--- src/adb_pkg.sv ---
// Shared constants and carrier types for the audio DC-block, volume and clipper path
package adb_pkg;
    // ----------------------------------------------------------------
    // Register offsets
    // ----------------------------------------------------------------
    localparam logic [7:0] A_CLIP_HI = 8'h01;
    localparam logic [7:0] A_FMT = 8'h02;
    localparam logic [7:0] A_RAMP = 8'h03;
    localparam logic [7:0] A_VOL = 8'h04;
    localparam logic [7:0] A_STAT = 8'h05;
    localparam logic [7:0] A_CLIP_MD = 8'h10;
    localparam logic [7:0] A_CLIP_LO = 8'h11;
    localparam logic [7:0] A_CORNER = 8'h13;
    // ----------------------------------------------------------------
    // Field positions and reset values
    // ----------------------------------------------------------------
    localparam int BYP_BIT = 7;
    localparam int PACE_BIT = 6;
    localparam int CORN_HI = 7;
    localparam int CORN_LO = 5;
    localparam int VLSB_BIT = 0;
    localparam int GAIN_HI = 1;
    localparam int GAIN_LO = 0;
    localparam logic [8:0] VOL_RST = 9'h19e;
    localparam logic [8:0] VOL_MUTE = 9'h00e;
    localparam logic [19:0] CLIP_OFF = 20'hfffff;
    localparam logic [7:0] REG_ZERO = 8'h00;
    // ----------------------------------------------------------------
    // Arithmetic and timing constants
    // ----------------------------------------------------------------
    localparam int SW = 24;
    localparam int DCB_FRAC = 16;
    localparam int DCB_BASE = 11;
    localparam logic [2:0] SLOW_LAST = 3'h7;
    localparam logic [8:0] MANT_OFS = 9'h006;
    localparam logic [4:0] STEPS_OCT = 5'h18;
    localparam logic [4:0] OCT_REF = 5'h11;
    localparam int MANT_FRAC = 14;
    localparam int DC_SHIFT = 8;
    localparam logic [23:0] DC_THR = 24'h080000;
    localparam logic [15:0] MANT [24] = '{
        16'h4000, 16'h41e0, 16'h43cd, 16'h45c9, 16'h47d3, 16'h49ed, 16'h4c16, 16'h4e50,
        16'h509a, 16'h52f6, 16'h5562, 16'h57e1, 16'h5a83, 16'h5d28, 16'h5fe1, 16'h62af,
        16'h6592, 16'h688a, 16'h6b99, 16'h6ebe, 16'h71fb, 16'h7550, 16'h78be, 16'h7c46};
    // ----------------------------------------------------------------
    // Carrier types
    // ----------------------------------------------------------------
    typedef struct packed {
        logic clipped;
        logic signed [SW-1:0] data;
    } adb_smp_t;
    typedef struct packed {
        logic wr;
        logic rd;
        logic [7:0] addr;
        logic [7:0] wdata;
    } adb_reg_req_t;
endpackage

--- src/adb_skid_buf.sv ---
// Two-entry sample buffer between the processing path and the modulator
`timescale 1ns/1ps
module adb_skid_buf
(
    clk,
    rst,
    in_valid,
    in_ready,
    in_smp,
    out_valid,
    out_ready,
    out_smp
);
    input wire logic clk;
    input wire logic rst;
    input wire logic in_valid;
    output logic in_ready;
    input wire adb_pkg::adb_smp_t in_smp;
    output logic out_valid;
    input wire logic out_ready;
    output adb_pkg::adb_smp_t out_smp;
    import adb_pkg::*;

    adb_smp_t mem_q [2];
    logic wp_q;
    logic rp_q;
    logic [1:0] cnt_q;
    logic push;
    logic pop;

    // Honest full and empty straight from the occupancy count
    assign in_ready = (cnt_q != 2'h2);
    assign out_valid = (cnt_q != 2'h0);
    assign out_smp = mem_q[rp_q];
    assign push = in_valid && in_ready;
    assign pop = out_valid && out_ready;

    // Storage, written only on a push
    always_ff @(posedge clk)
    begin
        if (push)
        begin
            mem_q[wp_q] <= in_smp;
        end
    end

    // Pointers and count
    always_ff @(posedge clk)
    begin
        if (rst)
        begin
            wp_q <= 1'b0;
            rp_q <= 1'b0;
            cnt_q <= 2'h0;
        end
        else
        begin
            if (push)
            begin
                wp_q <= ~wp_q;
            end
            if (pop)
            begin
                rp_q <= ~rp_q;
            end
            cnt_q <= cnt_q + {1'b0, push} - {1'b0, pop};
        end
    end
endmodule

--- src/adb_audio_path.sv ---
// Audio path: DC-block filter, ramped volume, saturation, clipper and DC fault
//
// Behaviour
// - Lasting DC at the output latches a fault and turns the power stage off.
// - Samples pass the DC-block filter; bit 7 of 0x02 bypasses it.
// - Filter corner is picked by corner_select, bits 7:5 of 0x13.
// - Each corner code doubles the cutoff; cutoff tracks the sample rate.
// - Two-bit gain code drives the analog gain selection of the amplifier.
// - Sample plus volume above full scale saturates in the digital domain.
// - Nine-bit volume code, 0x19E is 0 dB, quarter-dB per code.
// - Volume upper bits live in 0x04, its low bit in 0x13 bit 0.
// - Volume codes below 0x0E silence audio while switching continues.
// - Volume moves one code per frame or per eight frames, by bit 6 of 0x03.
// - Clipper keeps sample magnitude within the programmed limit_level times eight plus seven.
// - limit_level is assembled from registers 0x01, 0x10 and 0x11.
// - limit_level of 0xFFFFF leaves samples untouched.
`timescale 1ns/1ps
module adb_audio_path
(
    clk,
    rst,
    reg_req,
    reg_rdata,
    frame_clk,
    in_valid,
    in_ready,
    in_data,
    out_valid,
    out_ready,
    out_smp,
    fault_clr,
    dc_fault,
    power_stage_en,
    analog_gain
);
    input wire logic clk;
    input wire logic rst;
    input wire adb_pkg::adb_reg_req_t reg_req;
    output logic [7:0] reg_rdata;
    input wire logic frame_clk;
    input wire logic in_valid;
    output logic in_ready;
    input wire logic signed [adb_pkg::SW-1:0] in_data;
    output logic out_valid;
    input wire logic out_ready;
    output adb_pkg::adb_smp_t out_smp;
    input wire logic fault_clr;
    output logic dc_fault;
    output logic power_stage_en;
    output logic [1:0] analog_gain;
    import adb_pkg::*;

    // ----------------------------------------------------------------
    // Register file
    // ----------------------------------------------------------------
    logic [7:0] clip_hi_q;
    logic [7:0] fmt_q;
    logic [7:0] ramp_q;
    logic [7:0] vol_q;
    logic [7:0] clip_md_q;
    logic [7:0] clip_lo_q;
    logic [7:0] corner_q;
    logic [7:0] rdata_q;
    logic [8:0] vol_tgt;
    logic [19:0] limit_level;
    logic [8:0] vol_cur_q;
    logic fault_q;

    // Host writes; an unknown offset is ignored
    always_ff @(posedge clk)
    begin
        if (rst)
        begin
            clip_hi_q <= CLIP_OFF[19:12];
            fmt_q <= REG_ZERO;
            ramp_q <= REG_ZERO;
            vol_q <= VOL_RST[8:1];
            clip_md_q <= CLIP_OFF[11:4];
            clip_lo_q <= {CLIP_OFF[3:0], 4'h0};
            corner_q <= {7'h00, VOL_RST[0]};
        end
        else if (reg_req.wr)
        begin
            if (reg_req.addr == A_CLIP_HI)
            begin
                clip_hi_q <= reg_req.wdata;
            end
            else if (reg_req.addr == A_FMT)
            begin
                fmt_q <= reg_req.wdata;
            end
            else if (reg_req.addr == A_RAMP)
            begin
                ramp_q <= reg_req.wdata;
            end
            else if (reg_req.addr == A_VOL)
            begin
                vol_q <= reg_req.wdata;
            end
            else if (reg_req.addr == A_CLIP_MD)
            begin
                clip_md_q <= reg_req.wdata;
            end
            else if (reg_req.addr == A_CLIP_LO)
            begin
                clip_lo_q <= reg_req.wdata;
            end
            else if (reg_req.addr == A_CORNER)
            begin
                corner_q <= reg_req.wdata;
            end
        end
    end

    // Read data is registered; unmapped offsets read zero
    always_ff @(posedge clk)
    begin
        if (rst)
        begin
            rdata_q <= REG_ZERO;
        end
        else if (reg_req.rd)
        begin
            if (reg_req.addr == A_CLIP_HI)
            begin
                rdata_q <= clip_hi_q;
            end
            else if (reg_req.addr == A_FMT)
            begin
                rdata_q <= fmt_q;
            end
            else if (reg_req.addr == A_RAMP)
            begin
                rdata_q <= ramp_q;
            end
            else if (reg_req.addr == A_VOL)
            begin
                rdata_q <= vol_q;
            end
            else if (reg_req.addr == A_STAT)
            begin
                rdata_q <= {fault_q, 6'h00, vol_cur_q != vol_tgt};
            end
            else if (reg_req.addr == A_CLIP_MD)
            begin
                rdata_q <= clip_md_q;
            end
            else if (reg_req.addr == A_CLIP_LO)
            begin
                rdata_q <= clip_lo_q;
            end
            else if (reg_req.addr == A_CORNER)
            begin
                rdata_q <= corner_q;
            end
            else
            begin
                rdata_q <= REG_ZERO;
            end
        end
    end

    assign reg_rdata = rdata_q;
    assign vol_tgt = {vol_q, corner_q[VLSB_BIT]};
    assign limit_level = {clip_hi_q, clip_md_q, clip_lo_q[7:4]};
    assign analog_gain = ramp_q[GAIN_HI:GAIN_LO];

    // ----------------------------------------------------------------
    // Frame clock and volume ramp
    // ----------------------------------------------------------------
    logic fclk_m_q;
    logic fclk_s_q;
    logic fclk_d_q;
    logic frame_p;
    logic [2:0] fcnt_q;
    logic step_en;

    // Frame clock is a pin: two flops before any logic looks at it
    always_ff @(posedge clk)
    begin
        if (rst)
        begin
            fclk_m_q <= 1'b0;
            fclk_s_q <= 1'b0;
            fclk_d_q <= 1'b0;
        end
        else
        begin
            fclk_m_q <= frame_clk;
            fclk_s_q <= fclk_m_q;
            fclk_d_q <= fclk_s_q;
        end
    end

    assign frame_p = fclk_s_q && !fclk_d_q;

    // Frame divider for the slow pace
    always_ff @(posedge clk)
    begin
        if (rst)
        begin
            fcnt_q <= 3'h0;
        end
        else if (frame_p)
        begin
            fcnt_q <= (fcnt_q == SLOW_LAST) ? 3'h0 : fcnt_q + 3'h1;
        end
    end

    assign step_en = frame_p && (!ramp_q[PACE_BIT] || fcnt_q == SLOW_LAST);

    // One quarter-dB code per step toward the target
    always_ff @(posedge clk)
    begin
        if (rst)
        begin
            vol_cur_q <= VOL_RST;
        end
        else if (step_en && vol_cur_q < vol_tgt)
        begin
            vol_cur_q <= vol_cur_q + 9'h001;
        end
        else if (step_en && vol_cur_q > vol_tgt)
        begin
            vol_cur_q <= vol_cur_q - 9'h001;
        end
    end

    // ----------------------------------------------------------------
    // Sample processing
    // ----------------------------------------------------------------
    logic signed [39:0] dcb_q;
    logic signed [SW:0] dcb_y;
    logic signed [SW:0] stage1;
    logic [3:0] dcb_k;
    logic [4:0] oct;
    logic [4:0] frac;
    logic signed [47:0] prod;
    logic signed [47:0] scaled;
    logic signed [SW-1:0] sat;
    logic signed [SW-1:0] lim_pos;
    logic signed [SW-1:0] clip_out;
    logic clip_hit;
    logic mute;
    logic accept;
    adb_smp_t enq;

    // Cutoff is fs / (2*pi*2^k): one less shift doubles it, and it follows fs
    assign dcb_k = 4'(DCB_BASE) - {1'b0, corner_q[CORN_HI:CORN_LO]};
    // Estimate is read back signed, else a negative input would be zero-extended
    assign dcb_y = (SW+1)'(in_data) - (SW+1)'($signed(dcb_q[39:DCB_FRAC]));
    assign stage1 = fmt_q[BYP_BIT] ? (SW+1)'(in_data) : dcb_y;
    assign accept = in_valid && in_ready;

    // Running DC estimate, only moved by accepted samples
    always_ff @(posedge clk)
    begin
        if (rst)
        begin
            dcb_q <= 40'sh0;
        end
        else if (accept)
        begin
            dcb_q <= dcb_q + ((40'(dcb_y) <<< DCB_FRAC) >>> dcb_k);
        end
    end

    // Split the code into octave and quarter-dB step within the octave
    always_comb
    begin
        logic [8:0] r;
        r = vol_cur_q - MANT_OFS;
        oct = 5'h00;
        for (int i = 0; i < 21; i++)
        begin
            if (r >= {4'h0, STEPS_OCT})
            begin
                r = r - {4'h0, STEPS_OCT};
                oct = oct + 5'h01;
            end
        end
        frac = r[4:0];
    end

    // Gain is 2^((code - 0x19E)/24); wide product avoids overflow before saturation
    always_comb
    begin
        prod = 48'(stage1) * $signed({1'b0, MANT[frac]});
        if (oct >= OCT_REF)
        begin
            scaled = (prod <<< (oct - OCT_REF)) >>> MANT_FRAC;
        end
        else
        begin
            scaled = (prod >>> (OCT_REF - oct)) >>> MANT_FRAC;
        end
    end

    // Full-scale saturation; the spare headroom is deliberately not used
    always_comb
    begin
        if (scaled > 48'sh7fffff)
        begin
            sat = 24'sh7fffff;
        end
        else if (scaled < -48'sh800000)
        begin
            sat = -24'sh800000;
        end
        else
        begin
            sat = scaled[SW-1:0];
        end
    end

    assign mute = vol_cur_q < VOL_MUTE;
    assign lim_pos = {1'b0, limit_level, 3'h7};

    // Hard clipper on the magnitude; all ones disables it
    always_comb
    begin
        clip_out = sat;
        clip_hit = 1'b0;
        if (limit_level != CLIP_OFF)
        begin
            if (sat > lim_pos)
            begin
                clip_out = lim_pos;
                clip_hit = 1'b1;
            end
            else if (sat < -lim_pos)
            begin
                clip_out = -lim_pos;
                clip_hit = 1'b1;
            end
        end
    end

    assign enq.data = mute ? '0 : clip_out;
    assign enq.clipped = clip_hit && !mute;

    // Buffer absorbs a stalled modulator; its ready stalls the source
    adb_skid_buf u_buf
    (
        .clk(clk),
        .rst(rst),
        .in_valid(in_valid),
        .in_ready(in_ready),
        .in_smp(enq),
        .out_valid(out_valid),
        .out_ready(out_ready),
        .out_smp(out_smp)
    );

    // ----------------------------------------------------------------
    // DC detect fault
    // ----------------------------------------------------------------
    logic signed [31:0] dc_q;
    logic dc_high;

    // Slow average of what reaches the modulator
    always_ff @(posedge clk)
    begin
        if (rst)
        begin
            dc_q <= 32'sh0;
        end
        else if (accept)
        begin
            dc_q <= dc_q + ((32'(enq.data) - dc_q) >>> DC_SHIFT);
        end
    end

    // Threshold compared signed, so a small negative average is not mistaken for a huge one
    assign dc_high = dc_q > $signed(32'(DC_THR)) || dc_q < -$signed(32'(DC_THR));

    // Latching fault: a new detection wins over a clear in the same cycle
    always_ff @(posedge clk)
    begin
        if (rst)
        begin
            fault_q <= 1'b0;
        end
        else if (dc_high)
        begin
            fault_q <= 1'b1;
        end
        else if (fault_clr)
        begin
            fault_q <= 1'b0;
        end
    end

    assign dc_fault = fault_q;
    assign power_stage_en = !fault_q;
endmodule

--- config.mk ---
export PLATFORM = sky130hd
export DESIGN_NAME = adb_audio_path
export DESIGN_NICKNAME = d
export VERILOG_FILES = /design/src/adb_pkg.sv /design/src/adb_skid_buf.sv /design/src/adb_audio_path.sv
export SDC_FILE = /design/constraint.sdc
export NUM_CORES = 2
export LEC_CHECK = 0
export BUFFER_PORTS_ARGS = -buffer_cell sky130_fd_sc_hd__buf_2
export CAP_MARGIN = 20
export CORE_MARGIN = 2
export CORE_UTILIZATION = 56
export DETAILED_ROUTE_END_ITERATION = 12
export PLACE_DENSITY = 0.81
export SLEW_MARGIN = 25
export SYNTH_ARGS = -nofsm -noshare
export SYNTH_HDL_FRONTEND = slang
export SYNTH_SLANG_ARGS = --single-unit
--- constraint.sdc ---
create_clock -name clk -period 55.5 [get_ports clk]
set_input_delay 2.775 -clock clk [delete_from_list [all_inputs] [get_ports clk]]
set_output_delay 2.775 -clock clk [all_outputs]
set_load 0.01 [all_outputs]
==> impl_metrics.ini <==
[timing]
tightest_slew_ps = 1160
fin_skew_ps = 22.7
fin_crit_sh_pct = 92.8
drv_slew = 0
fin_crit_ps = 51510
setup_violations = 0
fmax_mhz = 19.4
hold_viol = 0
fin_tns_setup_ps = 0
relSlewSlack_pct = 22.6

[flow_run]
cap_violations = 0

[final_layout]
fillers = 6912
post-route-util_pct = 59.8
final_cells = 6620
final_cell_mix = nand2_1, inv_1, nor2_1, a21oi_1, fa_1
nets = 6318
syn_to_final_growth_pct = 5.37
drive_gt1_share_pct = 9.13
final_common_cell = nand2_1

[clock_tree]
numCtsBuffers = 25
cts_buffer_depth = 3
cts_hold_buf = 0
root_buffer = clkbuf_16
numClockSinks = 206
cts_tree = done
path_clk_slew_ps = 70
insertion_delay_ps = 590
htree_levels = 1

[floorplan]
fp.dieH_um = 284
core_sq_um = 77600
die_w_um = 284
initial_utilization_pct = 56.7
core.rowCount = 102
dieArea_sq_um = 80900
io_pins = 87

[yosys]
yosys_most_used_dff = dfxtp_1
avgSynthCellArea_sq_um = 7.82
netlist_top_cells_area = fa_1, ha_1, dfxtp_1, nand2_1, inv_1
yosys_warnings = 0
seq_area_frac_synth_pct = 10.5
yosysTopAreaCellShare_pct = 16.8
netlist_area_sq_um = 44000
yosysTopAreaCell = fa_1
yosysUniqueCellTypes = 147
ys_ff_latch = 206
postSynthCellCount = 5630
async_flop_share_pct = 0
synth-edff-count = 50

[routing]
route.vias.total = 41300
viasPerCell = 6.23
drtIter0Drc = 4363
wl_per_cell_um = 19.7
drt-total-wl_um = 130000
postRouteAntennaNets = 0
drc_errors = 0
detail_route.first_pass.iterations = 6

[global_routing]
grt_pass1_vias = 40400
grt_start_max_net_pins = 105
antenna_found_initial = 10
grt_usage_pct = 31.4
grt_pass1_wl_um = 210000
grt_overflow_total = 0

[worst_setup_path]
crit_path_max_fanout = 25
cp_common_cell = a21oi_1
cp.arrival_ps = 52000
start_kind = flip-flop
critPathCaptureType = flip-flop
cp_data_required_time_ps = 55980
critical_path_class = reg2reg
cp_slowest_cell = or4_1
cp_slowest_stage_delay_ps = 540

[place]
gp_congestion = 1.04
dp_hpwl_um = 102000
portBuffers = 86
dp_cells = 6562

[worst_hold_path]
hold_class = reg2reg

[outcome]
status = finished, final reports clean
-- area by class of cell --
cell class,count,area (sq um),area share (%)
Antenna cell,7,17.5,0.0378
Clock buffer,30,654,1.41
Clock inverter,15,148,0.318
Inverter,731,2750,5.93
Multi-Input combinational cell,4430,35900,77.3
Sequential cell,206,4630,9.98
Tap cell,1040,1300,2.81
Timing Repair Buffer,161,1000,2.16
-- metrics by stage --
step	worst slack, ps	hold slack, ps	area (sq um)
2_1_floorplan	8880	414	44000
3_3_place_gp	2670	443	45200
3_5_place_dp	959	453	45200
4_1_cts	562	460	46000
5_1_grt	-72.0	472	46400
6_report	3990	458	46400
-- critical path: cells and delay by family (launching register included) --
kind / cells / cell delay, ps
flip-flops: 1 / 310
multiplexers: 9 / 3350
AND/OR/NAND/NOR: 51 / 11290
adder cells (fa/ha/maj): 31 / 9480
AO/OA/AOI/OAI: 108 / 20590
buffers and inverters: 29 / 3890
XOR/XNOR: 10 / 2280
-- Yosys cell counts, types with 20 or more instances --
library cell / number
nor4_1: 26
o21a_1: 32
o21ai_0: 196
a211o_1: 47
nor2_1: 435
and3_1: 26
ha_1: 346
a22oi_1: 26
o21ai_1: 31
dfxtp_1: 156
nor2b_1: 67
mux2_2: 79
a31oi_1: 32
and2_1: 58
edfxtp_1: 50
xnor2_1: 204
xor2_1: 66
clkbuf_1: 187
buf_2: 39
fa_1: 369
mux4_2: 20
nand3_1: 99
a211oi_1: 42
nor3_1: 86
inv_1: 716
o21bai_1: 103
buf_1: 22
a221oi_1: 31
a2111oi_0: 21
a21o_1: 78
nand2b_1: 31
o2111ai_1: 20
nand4_1: 40
o31ai_1: 20
a21oi_1: 401
nand2_1: 725
o211ai_1: 62
mux2i_1: 190
-- metal layers --
metal	track usage, %	vias up	wire [um]	share of wire (%)
li1	-	19300	-	-
met1	40.6	19600	53000	41
met2	52.2	1976	60000	46
met3	5.06	400	11100	8.5
met4	12.6	0	6390	4.9
met5	0	-	0	0
-- state kept, by name (all words and copies together) (netlist names), 3 cells and up, named ones only --
register     flops
clip_hi_q        8
clip_lo_q        8
clip_md_q        8
corner_q         8
dc_q            32
dcb_q           39
fcnt_q           3
fmt_q            8
ramp_q           8
reg_rdata        8
u_buf.mem_q     50
vol_cur_q        9
vol_q            8
-- final timing paths --
path,from,end,slack [ps],cells after the start
setup / recovery,vol_cur_q[1],dc_q[31],3990,238
hold reg to reg,fcnt_q[1],fcnt_q[1],460,2
hold / removal,fcnt_q[1],fcnt_q[1],460,2
setup reg to reg,vol_cur_q[1],dc_q[31],3990,238
-- cell families after synthesis --
| group | Yosys count | synth area share (%) |
|---|---|---|
| DFF | 206 | 10.5 |
| and+or+nand+nor | 1731 | 18.1 |
| buffers and inverters | 998 | 8.84 |
| muxes | 300 | 7.70 |
| adders and majority gates | 716 | 26.6 |
| AOI/OAI and AO/OA | 1394 | 22.2 |
| other | 2 | 0.0171 |
| xor gates and xnor gates | 283 | 6.00 |
-- what timing repair did --
item | 4_1_cts | 5_1_grt
buffers inserted | 0 | 5
resized for setup | 0 | 61
hold endpoints to repair | 0 | 0
setup endpoints to repair | 0 | 25
Power is left out: the tool's default activity adds up to more than one toggle a clock period on the data nets, which glitch-free logic cannot reach.
